$ cat src/inc/tjcfg_pkg.sv
/*
 * Constants of the T1/J1 configuration and loss-of-signal block:
 * register offsets, reset values, field positions, line codes, LOS counts.
 * Assumes a 32-bit AHB-Lite bus with one aligned word per register.
 */
package tjcfg_pkg;
	// ------------------------------------------------------------
	// Register byte offsets
	// ------------------------------------------------------------
	localparam logic [7:0] OFS_MODE = 8'h00;
	localparam logic [7:0] OFS_LINE_CODE = 8'h04;
	localparam logic [7:0] OFS_LOS_DETECT = 8'h08;
	localparam logic [7:0] OFS_LOS_RECOVERY = 8'h0c;
	localparam logic [7:0] OFS_LOS_CTRL = 8'h10;
	localparam logic [7:0] OFS_INT_MASK = 8'h14;
	localparam logic [7:0] OFS_CLOCK_GEN = 8'h18;
	localparam logic [7:0] OFS_STATUS = 8'h1c;
	localparam logic [7:0] OFS_COMMAND = 8'h20;

	// ------------------------------------------------------------
	// Field positions
	// ------------------------------------------------------------
	localparam int MODE_PCM_BIT = 0;
	localparam int MODE_JAPAN_BIT = 1;
	localparam int LC_DIGITAL_BIT = 3;
	localparam int LC_SINGLE_RAIL_BIT = 4;
	localparam int LOSC_DENSITY_BIT = 0;
	localparam int LOSC_RECOV_INT_BIT = 1;
	localparam int MASK_LOS_SET_BIT = 0;
	localparam int MASK_LOS_CLR_BIT = 1;
	localparam int CMD_LOS_RESTART_BIT = 0;

	// ------------------------------------------------------------
	// Reset values
	// ------------------------------------------------------------
	localparam logic [1:0] RST_MODE = 2'h0;
	localparam logic [4:0] RST_LINE_CODE = 5'h00;
	localparam logic [7:0] RST_LOS_DETECT = 8'h00;
	localparam logic [7:0] RST_LOS_RECOVERY = 8'h00;
	localparam logic [1:0] RST_LOS_CTRL = 2'h0;
	localparam logic [7:0] RST_INT_MASK = 8'hff;
	localparam logic [7:0] RST_CLOCK_GEN = 8'h00;
	localparam logic [7:0] CLK_FIXED_1544 = 8'h00;

	// ------------------------------------------------------------
	// Line codes
	// ------------------------------------------------------------
	typedef enum logic [2:0] {
		TJCFG_AMI = 3'h0,
		TJCFG_AMI_B7S = 3'h1,
		TJCFG_B8ZS = 3'h2,
		TJCFG_B8ZS_PRE = 3'h3,
		TJCFG_NRZ = 3'h4
	} tjcfg_code_t;

	// ------------------------------------------------------------
	// Loss-of-signal counts
	// ------------------------------------------------------------
	localparam logic [12:0] LOS_BLOCK_BITS = 13'h0010;
	localparam logic [12:0] LOS_DENSITY_RUN = 13'h000f;

	// Codes legal for the chosen interface; analog lacks precoding and NRZ
	function automatic logic code_ok(input logic [2:0] code,
		input logic digital);
		code_ok = (code <= 3'(TJCFG_B8ZS)) ||
			(digital && code <= 3'(TJCFG_NRZ));
	endfunction : code_ok
endpackage : tjcfg_pkg

$ cat src/design/tjcfg_los.sv
/*
 * Loss-of-signal detector and recovery checker working on received bits.
 * Assumes bit_stb and mark are already in the hclk domain.
 */
`timescale 1ns/10ps
module tjcfg_los (
	input wire logic hclk,
	input wire logic hresetn,
	input wire logic ce,
	input wire logic bit_stb,
	input wire logic mark,
	input wire logic [7:0] detect_count,
	input wire logic [7:0] recovery_count,
	input wire logic density_en,
	input wire logic restart,
	output logic los_q,
	output logic los_set_q,
	output logic los_clr_q
);
	typedef struct packed {
		logic los;
		logic set;
		logic clr;
		logic [12:0] zeros;
		logic [12:0] win;
		logic [8:0] ones;
		logic dens_fail;
	} tjcfg_los_t;

	tjcfg_los_t q, d;
	logic [12:0] thr;
	logic [8:0] need;

	// Interval is 16 bits per count step: 0a gives 176
	assign thr = 13'((detect_count + 13'h1) * tjcfg_pkg::LOS_BLOCK_BITS);
	// 15 gives 22 ones
	assign need = 9'(recovery_count) + 9'h1;

	always_comb begin
		d = q;
		d.set = 1'b0;
		d.clr = 1'b0;
		if (restart) begin
			d = '0;
		end else if (bit_stb) begin
			if (mark) begin
				d.zeros = '0;
			end else if (q.zeros != 13'h1fff) begin
				d.zeros = q.zeros + 13'h1;
			end
			if (!q.los) begin
				if (d.zeros >= thr) begin
					d.los = 1'b1;
					d.set = 1'b1;
					d.win = '0;
					d.ones = '0;
					d.dens_fail = 1'b0;
				end
			end else begin
				d.win = q.win + 13'h1;
				if (mark) begin
					d.ones = q.ones + 9'h1;
				end
				if (d.zeros >= tjcfg_pkg::LOS_DENSITY_RUN) begin
					d.dens_fail = 1'b1;
				end
				if (d.ones >= need &&
					!(density_en && d.dens_fail)) begin
					d.los = 1'b0;
					d.clr = 1'b1;
				end else if (d.win >= thr) begin
					// New interval: earlier ones no longer count
					d.win = '0;
					d.ones = '0;
					d.dens_fail = 1'b0;
				end
			end
		end
	end

	always_ff @(posedge hclk or negedge hresetn) begin
		if (!hresetn) begin
			q <= '0;
		end else if (ce) begin
			q <= d;
		end
	end

	assign los_q = q.los;
	assign los_set_q = q.set;
	assign los_clr_q = q.clr;
endmodule : tjcfg_los

$ cat src/design/tjcfg_top.sv
/*
 * T1/J1 start-up configuration registers with loss-of-signal supervision,
 * reached over an AHB-Lite slave port.
 * Assumes one AHB master, word transfers only, line pins asynchronous.
 */
`timescale 1ns/10ps
module tjcfg_top (
	input wire logic hclk,
	input wire logic hresetn,
	input wire logic ce,
	input wire logic hsel,
	input wire logic [31:0] haddr,
	input wire logic [1:0] htrans,
	input wire logic hwrite,
	input wire logic [2:0] hsize,
	input wire logic [31:0] hwdata,
	input wire logic hready,
	output logic [31:0] hrdata,
	output logic hreadyout,
	output logic hresp,
	input wire logic line_bit_stb,
	input wire logic line_mark,
	output logic t1_mode_q,
	output logic j1_mode_q,
	output logic e1_mode_q,
	output logic [2:0] line_code_q,
	output logic digital_if_q,
	output logic single_rail_q,
	output logic [7:0] clock_gen_q,
	output logic los_q,
	output logic alarm_irq_q
);
	typedef struct packed {
		logic [1:0] mode;
		logic [4:0] line_code;
		logic [7:0] detect;
		logic [7:0] recovery;
		logic [1:0] los_ctrl;
		logic [7:0] mask;
		logic [7:0] clk_gen;
		logic restart;
		logic wr_pend;
		logic rd_pend;
		logic [7:0] addr;
		logic ready;
		logic [31:0] rdata;
		logic stb_s1;
		logic stb_s2;
		logic stb_s3;
		logic mark_s1;
		logic mark_s2;
		logic irq;
		logic e1;
		logic t1;
		logic j1;
		logic [2:0] code;
	} tjcfg_st_t;

	tjcfg_st_t q, d;
	logic los, los_set, los_clr;
	logic take;

	// ------------------------------------------------------------
	// Register read mux
	// ------------------------------------------------------------
	function automatic logic [31:0] rd_word(input tjcfg_st_t s,
		input logic l);
		unique case (s.addr)
		tjcfg_pkg::OFS_MODE: rd_word = {30'h0, s.mode};
		tjcfg_pkg::OFS_LINE_CODE: rd_word = {27'h0, s.line_code};
		tjcfg_pkg::OFS_LOS_DETECT: rd_word = {24'h0, s.detect};
		tjcfg_pkg::OFS_LOS_RECOVERY: rd_word = {24'h0, s.recovery};
		tjcfg_pkg::OFS_LOS_CTRL: rd_word = {30'h0, s.los_ctrl};
		tjcfg_pkg::OFS_INT_MASK: rd_word = {24'h0, s.mask};
		tjcfg_pkg::OFS_CLOCK_GEN: rd_word = {24'h0, s.clk_gen};
		tjcfg_pkg::OFS_STATUS: rd_word = {31'h0, l};
		// Command and unused addresses read as zero
		default: rd_word = 32'h0000_0000;
		endcase
	endfunction : rd_word

	assign take = hsel && htrans[1] && hready;

	// ------------------------------------------------------------
	// Next state
	// ------------------------------------------------------------
	always_comb begin
		d = q;
		d.restart = 1'b0;
		d.irq = 1'b0;
		d.stb_s1 = line_bit_stb;
		d.stb_s2 = q.stb_s1;
		d.stb_s3 = q.stb_s2;
		d.mark_s1 = line_mark;
		d.mark_s2 = q.mark_s1;
		d.wr_pend = 1'b0;
		d.rd_pend = 1'b0;
		d.ready = 1'b1;
		// Write data phase; every control register stores what is written
		if (q.wr_pend) begin
			unique case (q.addr)
			tjcfg_pkg::OFS_MODE: d.mode = hwdata[1:0];
			tjcfg_pkg::OFS_LINE_CODE: begin
				d.line_code = hwdata[4:0];
			end
			tjcfg_pkg::OFS_LOS_DETECT: d.detect = hwdata[7:0];
			tjcfg_pkg::OFS_LOS_RECOVERY: d.recovery = hwdata[7:0];
			tjcfg_pkg::OFS_LOS_CTRL: d.los_ctrl = hwdata[1:0];
			tjcfg_pkg::OFS_INT_MASK: d.mask = hwdata[7:0];
			tjcfg_pkg::OFS_CLOCK_GEN: d.clk_gen = hwdata[7:0];
			tjcfg_pkg::OFS_COMMAND: begin
				d.restart = hwdata[tjcfg_pkg::CMD_LOS_RESTART_BIT];
			end
			// Status and unused addresses ignore writes
			default: d.restart = 1'b0;
			endcase
		end
		// Decodes follow the next register value, so pins change with it
		d.e1 = !d.mode[tjcfg_pkg::MODE_PCM_BIT];
		d.t1 = d.mode[tjcfg_pkg::MODE_PCM_BIT] &&
			!d.mode[tjcfg_pkg::MODE_JAPAN_BIT];
		d.j1 = d.mode[tjcfg_pkg::MODE_PCM_BIT] &&
			d.mode[tjcfg_pkg::MODE_JAPAN_BIT];
		// An unsupported code falls back to plain AMI rather than misencode
		d.code = tjcfg_pkg::code_ok(d.line_code[2:0],
			d.line_code[tjcfg_pkg::LC_DIGITAL_BIT]) ?
			d.line_code[2:0] : 3'(tjcfg_pkg::TJCFG_AMI);
		// A read waits one cycle so a write just before it is seen
		if (q.rd_pend) begin
			d.rdata = rd_word(q, los);
		end
		if (take) begin
			d.addr = haddr[7:0];
			d.wr_pend = hwrite;
			d.rd_pend = !hwrite;
			d.ready = hwrite;
		end
		// Clearing alarms interrupt only with the recovery option set
		d.irq = (los_set && !q.mask[tjcfg_pkg::MASK_LOS_SET_BIT]) ||
			(los_clr && q.los_ctrl[tjcfg_pkg::LOSC_RECOV_INT_BIT] &&
			!q.mask[tjcfg_pkg::MASK_LOS_CLR_BIT]);
	end

	always_ff @(posedge hclk or negedge hresetn) begin
		if (!hresetn) begin
			q <= '0;
			q.mode <= tjcfg_pkg::RST_MODE;
			q.line_code <= tjcfg_pkg::RST_LINE_CODE;
			q.detect <= tjcfg_pkg::RST_LOS_DETECT;
			q.recovery <= tjcfg_pkg::RST_LOS_RECOVERY;
			q.los_ctrl <= tjcfg_pkg::RST_LOS_CTRL;
			q.mask <= tjcfg_pkg::RST_INT_MASK;
			q.clk_gen <= tjcfg_pkg::RST_CLOCK_GEN;
			q.ready <= 1'b1;
			q.e1 <= !tjcfg_pkg::RST_MODE[tjcfg_pkg::MODE_PCM_BIT];
		end else if (ce) begin
			q <= d;
		end
	end

	// ------------------------------------------------------------
	// Loss-of-signal supervision
	// ------------------------------------------------------------
	tjcfg_los u_los (
		.hclk(hclk),
		.hresetn(hresetn),
		.ce(ce),
		.bit_stb(q.stb_s2 && !q.stb_s3),
		.mark(q.mark_s2),
		.detect_count(q.detect),
		.recovery_count(q.recovery),
		.density_en(q.los_ctrl[tjcfg_pkg::LOSC_DENSITY_BIT]),
		.restart(q.restart),
		.los_q(los),
		.los_set_q(los_set),
		.los_clr_q(los_clr)
	);

	// ------------------------------------------------------------
	// Outputs
	// ------------------------------------------------------------
	assign hrdata = q.rdata;
	assign hreadyout = q.ready;
	assign hresp = 1'b0;
	assign e1_mode_q = q.e1;
	assign t1_mode_q = q.t1;
	assign j1_mode_q = q.j1;
	assign line_code_q = q.code;
	assign digital_if_q = q.line_code[tjcfg_pkg::LC_DIGITAL_BIT];
	assign single_rail_q = q.line_code[tjcfg_pkg::LC_SINGLE_RAIL_BIT];
	assign clock_gen_q = q.clk_gen;
	assign los_q = los;
	assign alarm_irq_q = q.irq;
endmodule : tjcfg_top

$ cat config.mk
export PLATFORM = sky130hd
export DESIGN_NAME = tjcfg_top
export DESIGN_NICKNAME = d
export VERILOG_FILES = /design/src/inc/tjcfg_pkg.sv /design/src/design/tjcfg_los.sv /design/src/design/tjcfg_top.sv
export SDC_FILE = /design/constraint.sdc
export NUM_CORES = 1
export LEC_CHECK = 0
export BUFFER_PORTS_ARGS = -buffer_cell sky130_fd_sc_hd__buf_2
export CAP_MARGIN = 25
export CORE_MARGIN = 8
export CORE_UTILIZATION = 30
export DETAILED_ROUTE_END_ITERATION = 10
export HOLD_SLACK_MARGIN = 0.08
export PLACE_DENSITY = 0.45
export SYNTH_ARGS = -nofsm -noshare
export SYNTH_HDL_FRONTEND = slang
export SYNTH_SLANG_ARGS = --single-unit
$ cat constraint.sdc
create_clock -name hclk -period 7.4 [get_ports hclk]
set_input_delay 1.48 -clock hclk [delete_from_list [all_inputs] [get_ports hclk]]
set_output_delay 1.48 -clock hclk [all_outputs]
set_load 0.03 [all_outputs]
==> results of run 1 <==
where the power goes:
| part | internal, mW | switching, mW | total [mW] |
|---|---|---|---|
| clock network | 0.250 | 0.256 | 0.506 |
| registers | 0.655 | 0.0525 | 0.708 |
| logic | 0.0868 | 0.144 | 0.231 |
| total | 0.992 | 0.452 | 1.44 |
synthesized netlist by cell type (all sizes together), types with 10 or more instances:
library cell / count
nor2: 33
nor2b: 18
nand2: 77
xnor2: 15
clkbuf: 13
nand4: 15
mux2: 55
buf: 56
dfrtp: 102
a21oi: 24
and3: 17
ha: 32
dfstp: 10
nor3: 11
o22ai: 12
nand3: 25
o21ai: 34
xor2: 14
inv: 19
per-stage QoR:
step                      utilization  cell area, um2  total power, mW  std cells  worst slack, ns
final                          0.3284            7367            1.444        992            3.698
after global routing           0.3284            7367            1.522        992            3.442
after CTS                      0.3284            7367            1.472        992            3.673
after detailed placement       0.3148            7063           0.9552        976            3.470
after global placement         0.3148            7063           0.9501        976            3.481
after floorplan                     -            6869           0.8866        703            4.248
flip-flops by register name, summed over array words and instances (netlist names):
name and flops:
single_rail_q 1, u_los.los_clr_q 1, alarm_irq_q 1, t1_mode_q 1
u_los.q 36, hreadyout 1, hrdata 8, q 44
digital_if_q 1, j1_mode_q 1, line_code_q 3, e1_mode_q 1
u_los.los_q 1, u_los.los_set_q 1, d 3, clock_gen_q 8
metal layers:
layer / global-route usage / part of all wire
met1: 0.1465 / 0.45
met2: 0.2135 / 0.50
met3: 0.02282 / 0.037
met4: 0.03839 / 0.014
met5: 0 / 0
worst max-delay path, stage by stage (launching register included):
cell	delay, ns
dfrtp_1	0.45
ha_1	0.32
and3_1	0.33
nand4_4	0.19
a21bo_2	0.26
a21oi_1	0.27
ha_1	0.30
nor2b_1	0.14
o21a_1	0.15
o21ai_0	0.14
a21o_1	0.13
a211oi_1	0.12
o41ai_4	0.30
buf_4	0.33
nand2_1	0.09
o211ai_1	0.10
layout make-up:
cell class                      instances  area share
Multi-Input combinational cell        503      0.4774
Sequential cell                       112      0.3821
Tap cell                              285     0.04840
Timing Repair Buffer                   57     0.04110
Clock buffer                           10     0.03244
Inverter                               19    0.009681
Clock inverter                          6    0.008832
how the worst max path moves through the flow:
stage | from | to | slack, ns | depth (start not counted)
final | u_los.q[23] | u_los.q[13] | 3.70 | 15
after global routing | u_los.q[23] | u_los.q[5] | 3.44 | 15
after CTS | u_los.q[23] | u_los.q[13] | 3.67 | 15
after detailed placement | ce | u_los.q[13] | 3.47 | 7
after global placement | ce | u_los.q[13] | 3.48 | 7
after floorplan | u_los.q[23] | u_los.q[10] | 4.25 | 15
kinds of logic (layout without fill, tap and decap cells):
| family | count (synthesis) | in the layout | share of synthesized area |
|---|---|---|---|
| buffers and inverters | 88 | 92 | 0.07992 |
| AO/OA/AOI/OAI | 134 | 134 | 0.1357 |
| other | 1 | 25 | 0.0005532 |
| XOR/XNOR | 29 | 29 | 0.03747 |
| AND/OR/NAND/NOR | 223 | 223 | 0.1709 |
| adder cells (fa/ha/maj) | 32 | 32 | 0.05906 |
| multiplexers | 60 | 60 | 0.1011 |
| flip-flops | 112 | 112 | 0.4153 |
==> impl_metrics.json, run 1 <==
{
  "yosysWarnings": 0,
  "min-delay-start": "hrdata[2]",
  "max-vdd-ir-drop_v": 0.0001016,
  "rsz0062_at_grt": "no",
  "cts_root_buf": "clkbuf_16",
  "cap_viol_max_count": 0,
  "io_buffers": 51,
  "synth_top_area_share": 0.3765,
  "avgSynthCellArea_um2": 9.984,
  "rrSetupSlack_ns": 3.70,
  "drt_iter0_drc": 283,
  "antenna_cells": 0,
  "fp-row-count": 55,
  "crit_path_start_kind": "flip-flop",
  "setup_viol": 0,
  "grt_pass1_vias": 5244,
  "path_clk_slew_ns": 0.08,
  "ctsHoldBuffers": 0,
  "relSlewSlack": 0.4664,
  "cts_tree": "done",
  "grt_max_degree": 63,
  "initial_core_util": 0.3022,
  "outcome": "complete, no violations",
  "r2r-start": "u_los.q[23]",
  "grtUsageTotal": 0.1210,
  "yosysSeqAreaShare": 0.4153,
  "antenna_found_initial": 0,
  "synth_area_mm2": 0.006779,
  "required_ns": 7.67,
  "skew_ns": 0.01229,
  "holdWs_ns": 0.4790,
  "overflow": 0,
  "worst_ep_arrival_time_ns": 3.97,
  "synth_edf_count": 0,
  "setup_tns_ns": 0,
  "clock_latency_ns": 0.36,
  "whs_endpoint": "hrdata[2]",
  "finalMaxSlewViolations": 0,
  "period_share": 0.5002,
  "reg2reg_to": "u_los.q[13]",
  "crit_type": "reg2reg",
  "netlist_instances": 679,
  "hold_path.class": "reg2reg",
  "cts_buffers": 9,
  "hold_violations": 0,
  "worstHoldPathCells": 1,
  "vias_per_cell": 5.110,
  "place_congestion": 0.7837,
  "clockBufferDepth": 2,
  "worst_pin_slew_ns": 0.8004,
  "dp_hpwl_um": 12180,
  "period_minus_slack_ns": 3.702,
  "max_freq_mhz": 270.2,
  "synth_area_leader_cell": "dfrtp_1",
  "crit_path_max_fanout": 23,
  "die_area_mm2": 0.02766,
  "post-cts-setup-buffer-count": 0,
  "layout_common_cells": "dfrtp_1, nand2_1, mux2_2, buf_2",
  "critPathCaptureType": "flip-flop",
  "drcViolationCount": 0,
  "ff_latch_area_mm2": 0.002815,
  "leakagePower_nw": 3.496,
  "ff2ff_path_depth": 15,
  "routed_wl_um": 16350,
  "synth-async-reset-ratio": 1.000,
  "final_common_cell": "dfrtp_1",
  "layout-drive-gt1-share": 0.2249,
  "io_pins": 129,
  "p_per_area_mw_per_mm2": 196.1,
  "ys_types": 65,
  "core_mm2": 0.02243,
  "syn_to_final_growth_pct": 8.675,
  "wire_per_inst_um": 16.48,
  "synth_area_leaders": "dfrtp_1, mux2_2, ha_1",
  "grt_pass1_wl_um": 27700,
  "fillCellCount": 2306,
  "synth_top_flop_cell": "dfrtp_1",
  "multiInputGateArea_mm2": 0.003517,
  "cts_sinks": 112,
  "die_h_um": 166.3,
  "ys_ff_latch": 112,
  "via_count": 5069,
  "die-width_um": 166.3,
  "drt-pass1-iter-count": 5,
  "ctsResizeCount": 0,
  "htree_levels": 3,
  "ant_nets": 0,
  "fin_nets": 811
}
(Power assumes the default switching activity.)
==> run 2: changes to the inputs <==
ABC_AREA = 1   (was unset)
PLACE_DENSITY = 0.47   (was 0.45)
clock period = 3.25 ns   (was 7.4 ns; I/O delays follow)
==> run 2 against run 1 <==
Effect of this change:
- synthesized cell count increased by 31%
- first-iteration DRC count is 0.71% lower
- largest cell class unchanged
- wire length rose by 6.3%
- final cell count rose by 26%
- non-clock buffer count is 13 higher
- total power rose to 2.6 times the previous value
- combinational power rose to 4.0 times the previous value
- fmax is 28% higher
==> impl_metrics.json, run 2 <==
{
  "fp-row-count": 56,
  "crit_type": "reg2reg",
  "drt-pass1-iter-count": 4,
  "leakagePower_nw": 3.756,
  "ys_types": 51,
  "yosysWarnings": 0,
  "final_common_cell": "nand2_1",
  "critPathMaxStageDelay_ns": 0.41,
  "netlist_instances": 890,
  "outcome": "complete, no violations",
  "synth_area_leader_cell": "dfrtp_1",
  "syn_to_final_growth_pct": 10.46,
  "yosys.area_share.simple": 0.2665,
  "fillCellCount": 2575,
  "ys_ff_latch": 112,
  "cts_buffers": 9,
  "cap_viol_max_count": 0,
  "top_regs": "q x44, u_los.q x36",
  "reg2reg_to": "u_los.q[21]",
  "synth_top_family_by_area": "simple AND/OR/NAND/NOR gates",
  "clockBufferDepth": 2,
  "io_pins": 129,
  "finalMaxSlewViolations": 0,
  "skew_ns": 0.01264,
  "post-cts-setup-buffer-count": 0,
  "worst_pin_slew_ns": 0.5964,
  "path_clk_slew_ns": 0.08,
  "cp_cell_sequence": "inv_1 -> nor3_1 -> nand4_1 -> xor2_1 -> ha_1 -> nand2_1 -> nor3_1 -> nand3b_1 -> a21oi_1 -> nand4_1 -> nand4_2 -> nand2_4 -> buf_12 -> nor2_1 -> nand2_2 -> nand2_2",
  "synth-xor-area-share": 0.03600,
  "holdWs_ns": 0.1780,
  "regMostFlops": "q",
  "hold_path.class": "in2async",
  "required_ns": 3.56,
  "relSlewSlack": 0.5921,
  "grt_max_degree": 47,
  "synth_fa_ha_area_frac": 0.05675,
  "max_freq_mhz": 344.4,
  "crit_path_max_fanout": 46,
  "drcViolationCount": 0,
  "cpMaxStageDelayCell": "dfrtp_1",
  "endpoint": "u_los.q[21]",
  "io_buffers": 51,
  "ctsHoldBuffers": 0,
  "core_mm2": 0.02326,
  "grt_pass1_wl_um": 28970,
  "avgSynthCellArea_um2": 7.928,
  "synthMuxAreaShare": 0.007980,
  "ant_nets": 0,
  "yosysSeqAreaShare": 0.3990,
  "crit_path_start_kind": "flip-flop",
  "setup_tns_ns": 0,
  "wire_per_inst_um": 13.89,
  "synth_common_cells": "nand2_1, dfrtp_1, inv_1",
  "rrSetupSlack_ns": 0.35,
  "routed_wl_um": 17390,
  "ff2ff_path_depth": 16,
  "layout-drive-gt1-share": 0.1854,
  "largest_reg_flops": 44,
  "synth_compound_area_frac": 0.1163,
  "grtUsageTotal": 0.1250,
  "synth_most_common_cell": "nand2_1",
  "crit_start": "q[82]",
  "critPathCaptureType": "flip-flop",
  "dp_hpwl_um": 12950,
  "grt_pass1_vias": 5683,
  "fin_nets": 1037,
  "synth_area_leaders": "dfrtp_1, nand2_1, ha_1",
  "period_share": 0.8933,
  "cts_sinks": 112,
  "antenna_found_initial": 1,
  "die_h_um": 169.4,
  "via_count": 5587,
  "die-width_um": 169.4,
  "die_area_mm2": 0.02868,
  "clock_latency_ns": 0.36,
  "htree_levels": 3,
  "cts_tree": "done",
  "cts_root_buf": "clkbuf_16",
  "synth-async-reset-ratio": 1.000,
  "hold_violations": 0,
  "layout_common_cells": "nand2_1, dfrtp_1, inv_1, o21ai_0, nor2_1",
  "antenna_cells": 0,
  "rsz0062_at_grt": "no",
  "worst_ep_arrival_time_ns": 3.21,
  "p_per_area_mw_per_mm2": 472.7,
  "setup_viol": 0,
  "synth_top_flop_cell": "dfrtp_1",
  "r2r-start": "q[82]",
  "initial_core_util": 0.3033,
  "place_congestion": 0.8215,
  "period_minus_slack_ns": 2.903,
  "synth_top_area_share": 0.3618,
  "max-vdd-ir-drop_v": 0.0002932,
  "synth_area_mm2": 0.007056,
  "vias_per_cell": 4.462,
  "power_mw": 3.684,
  "overflow": 0,
  "drt_iter0_drc": 281,
  "synth_edf_count": 0
}
-- run 2: power by group --
part,switching (mW),internal [mW]
clock network,0.577,0.543
logic,0.598,0.325
registers,0.117,1.52
total,1.29,2.39
-- run 2: how the worst min path moves through the flow --
stage	startpoint	end	slack, ns	cells after the start
after floorplan	hresetn	alarm_irq_q	0.35	0
after CTS	hresetn	u_los.q[25]	0.17	1
after global routing	hresetn	u_los.q[33]	0.20	1
after detailed placement	d[7]	d[7]	0.46	2
final	hresetn	u_los.q[23]	0.18	1
after global placement	d[7]	d[7]	0.46	2
-- run 2: cell families (layout without fill, tap and decap cells) --
kind of cell	Yosys count	count (layout)
other	1	25
buffers and inverters	157	176
AND/OR/NAND/NOR	414	414
flip-flops	112	112
multiplexers	5	5
adder cells (fa/ha/maj)	32	32
AO/OA/AOI/OAI	140	140
XOR/XNOR	29	29
-- run 2: repair_timing --
action / CTS / global route
setup endpoints to repair: 0 / 23
hold endpoints to repair: 0 / 0
resized for setup: 0 / 1
-- run 2: cell type report --
class,count,area (um2),share of cell area
Multi-Input combinational cell,645,3513,0.4508
Sequential cell,112,2815,0.3612
Timing Repair Buffer,70,437.9,0.05619
Tap cell,319,399.1,0.05121
Inverter,90,337.8,0.04335
Clock buffer,10,229.0,0.02938
Clock inverter,6,61.31,0.007866
-- run 2: critical path, delay by kind of cell (launching register included) --
family	cells	cell delay (ns)
DFF	1	0.41
adders and majority gates	1	0.31
AOI/OAI and AO/OA	1	0.13
xor gates and xnor gates	1	0.20
and+or+nand+nor	11	1.49
buffers and inverters	2	0.29
-- run 2: metal layers --
metal	track usage	part of all wire
met1	0.1637	0.49
met4	0.02655	0.0074
met5	0	0.00075
met3	0.03047	0.041
met2	0.2057	0.46
-- run 2: stage by stage --
step / cells / area, um2 / utilization / setup WS (ns)
2_1_floorplan: 914 / 7146 / - / 0.5702
3_3_place_gp: 1236 / 7501 / 0.3225 / 0.3070
3_5_place_dp: 1236 / 7501 / 0.3225 / 0.3050
4_1_cts: 1252 / 7791 / 0.3349 / 0.2810
5_1_grt: 1252 / 7794 / 0.3350 / 0.01370
6_report: 1252 / 7794 / 0.3350 / 0.3468
==> run 3: changes to the inputs <==
CAP_MARGIN = 15   (was 25)
CORE_MARGIN = unset   (was 8)
GPL_TIMING_DRIVEN = 0   (was unset)
==> run 3 against run 2 <==
Effect of this change:
- via count grew 4.3%
- wire length is 2.5% higher
- worst hold slack gained 0.0052 ns
- largest cell class unchanged
- largest power group unchanged
==> impl_metrics.json, run 3 (same netlist as run 2, synthesis figures left out) <==
{
  "io_pins": 129,
  "fillCellCount": 2458,
  "fin_nets": 1086,
  "io_buffers": 50,
  "die-width_um": 155.4,
  "grt_pass1_vias": 5687,
  "max-vdd-ir-drop_v": 0.0002764,
  "crit_buf_inv": 3,
  "leakagePower_nw": 3.982,
  "wl_met1_um": 8955,
  "fp-row-count": 55,
  "routed_wl_um": 17830,
  "place_congestion": 0.8047,
  "drcViolationCount": 0,
  "syn_to_final_growth_pct": 15.87,
  "regMostFlops": "q",
  "period_share": 0.9283,
  "dp_hpwl_um": 13340,
  "clkPwrFrac": 0.310,
  "die_area_mm2": 0.02414,
  "antenna_cells": 0,
  "grtUsageTotal": 0.1571,
  "cts_root_buf": "clkbuf_16",
  "required_ns": 3.55,
  "crit_path_max_fanout": 10,
  "p_sw_frac": 0.3430,
  "cp_cell_sequence": "ha_1 -> buf_6 -> nand3_2 -> nor2_4 -> nand2_2 -> nand2_1 -> nand2_1 -> inv_2 -> ha_1 -> nand2_1 -> nor3_1 -> nand3b_1 -> a21oi_1 -> nand4_1 -> nand4_2 -> nand2_4 -> buf_6 -> nor2_1 -> nand2_2 -> nand2_2",
  "via_count": 5825,
  "max_freq_mhz": 331.5,
  "grt_pass1_wl_um": 29960,
  "largest_reg_flops": 44,
  "cap_viol_max_count": 0,
  "finalMaxSlewViolations": 0,
  "clockBufferDepth": 2,
  "cts_buffers": 9,
  "p_per_area_mw_per_mm2": 462.4,
  "rsz0062_at_grt": "no",
  "dr_wl_met2_um": 8199,
  "path_clk_slew_ns": 0.08,
  "cpLargestDelayFamily": "simple AND/OR/NAND/NOR gates",
  "worst_ep_arrival_time_ns": 3.32,
  "internal_power_mw": 2.484,
  "critPathCaptureType": "flip-flop",
  "clock_latency_ns": 0.36,
  "top_regs": "q x44, u_los.q x36",
  "drt-pass1-iter-count": 5,
  "p_seq_frac": 0.437,
  "relSlewSlack": 0.3040,
  "core_mm2": 0.02285,
  "crit_type": "reg2reg",
  "ff_latch_area_mm2": 0.002818,
  "htree_levels": 3,
  "period_minus_slack_ns": 3.017,
  "final_core_util": 0.3578,
  "vias_per_cell": 4.498,
  "grt_max_degree": 79,
  "final_common_cell": "nand2_1",
  "dp_cells": 1278,
  "final_cell_count_no_fill": 1295,
  "route.met3.wl_um": 544,
  "setup_viol": 0,
  "overflow": 0,
  "skew_ns": 0.01195,
  "initial_core_util": 0.3088,
  "hold_violations": 0,
  "ctsHoldBuffers": 0,
  "cts_tree": "done",
  "die_h_um": 155.4,
  "layout-drive-gt1-share": 0.2169,
  "combinationalPowerShare": 0.252,
  "p_switching_mw": 1.297,
  "setup_tns_ns": 0,
  "dr.max_layer_used": "met4",
  "wire_per_inst_um": 13.77,
  "layout_common_cells": "nand2_1, dfrtp_1, inv_1, o21ai_0, nor2_1",
  "hold_path.class": "in2async",
  "cpMaxStageDelayCell": "dfrtp_2",
  "antenna_found_initial": 0,
  "ant_nets": 0,
  "outcome": "complete, no violations",
  "drt_iter0_drc": 242,
  "cts_sinks": 112,
  "crit_path_start_kind": "flip-flop",
  "critPathMaxStageDelay_ns": 0.44,
  "multiInputGateArea_mm2": 0.003536,
  "worst_pin_slew_ns": 1.036
}
## run 3: cell types whose count changed in the layout (fill, tap and decap cells not counted), moves of 2 or more
cell | previous run | this run
clkbuf_1 | 1 | 15
clkbuf_8 | 0 | 2
dfrtp_2 | 0 | 2
buf_4 | 17 | 47
dfrtp_1 | 102 | 100
buf_6 | 0 | 4
## run 3: worst reg2reg max path: cells and delay by family (launching register included)
kind	cells	cell delay [ns]
AO/OA/AOI/OAI	1	0.12
adder cells (fa/ha/maj)	2	0.50
buffers and inverters	3	0.40
flip-flops	1	0.44
AND/OR/NAND/NOR	14	1.50
## run 3: area by class of cell
cell class | count | area share
clock buffer | 10 | 0.02801
tap | 313 | 0.04790
inverter | 90 | 0.04132
multi-input combinational | 645 | 0.4325
buffer | 67 | 0.06107
clock inverter | 6 | 0.008877
timing repair buffer | 52 | 0.03566
sequential | 112 | 0.3447
## run 3: path summary, 6_finish.rpt
check,startpoint,endpoint,slack (ns),depth (start not counted)
setup reg to reg,u_los.q[23],u_los.q[8],0.23,20
hold / removal,hresetn,line_code_q[0],0.18,1
setup / recovery,u_los.q[23],u_los.q[8],0.23,20
max in group asynchronous,hresetn,q[64],2.32,2
min in group hclk,d[10],d[10],0.48,2
hold reg to reg,d[10],d[10],0.48,2
## run 3: through the flow
step | power [mW] | hold WS (ns) | instance area [um2] | setup WS (ns)
2_1_floorplan | 2.349 | 0.3544 | 7146 | 0.5702
3_3_place_gp | 2.610 | 0.4634 | 7787 | -0.05956
3_5_place_dp | 2.619 | 0.4714 | 7821 | 0.04511
4_1_cts | 3.825 | 0.1838 | 8123 | 0.02819
5_1_grt | 4.024 | 0.1946 | 8175 | 0.02155
6_report | 3.781 | 0.1832 | 8175 | 0.2330
## run 3: power by group through the flow
stage / sequential [mW] / combinational, mW / clock, mW
after floorplan: 1.67 / 0.676 / 0
after global placement: 1.68 / 0.930 / 0
after detailed placement: 1.68 / 0.940 / 0
after CTS: 1.65 / 0.943 / 1.23
after global routing: 1.67 / 1.08 / 1.27
final: 1.65 / 0.954 / 1.17
## run 3: what timing repair did
| action | 4_1_cts | 5_1_grt |
|---|---|---|
| setup endpoints to repair | 0 | 23 |
| setup buffers | 0 | 1 |
| gates resized for setup | 0 | 15 |
## run 3: metal layers
| layer | global-route usage | vias to the layer above |
|---|---|---|
| met4 | 0.02801 | 0 |
| met3 | 0.02925 | 9 |
| met1 | 0.2170 | 2726 |
| met2 | 0.2573 | 83 |
| met5 | 0 | - |
| li1 | - | 3007 |
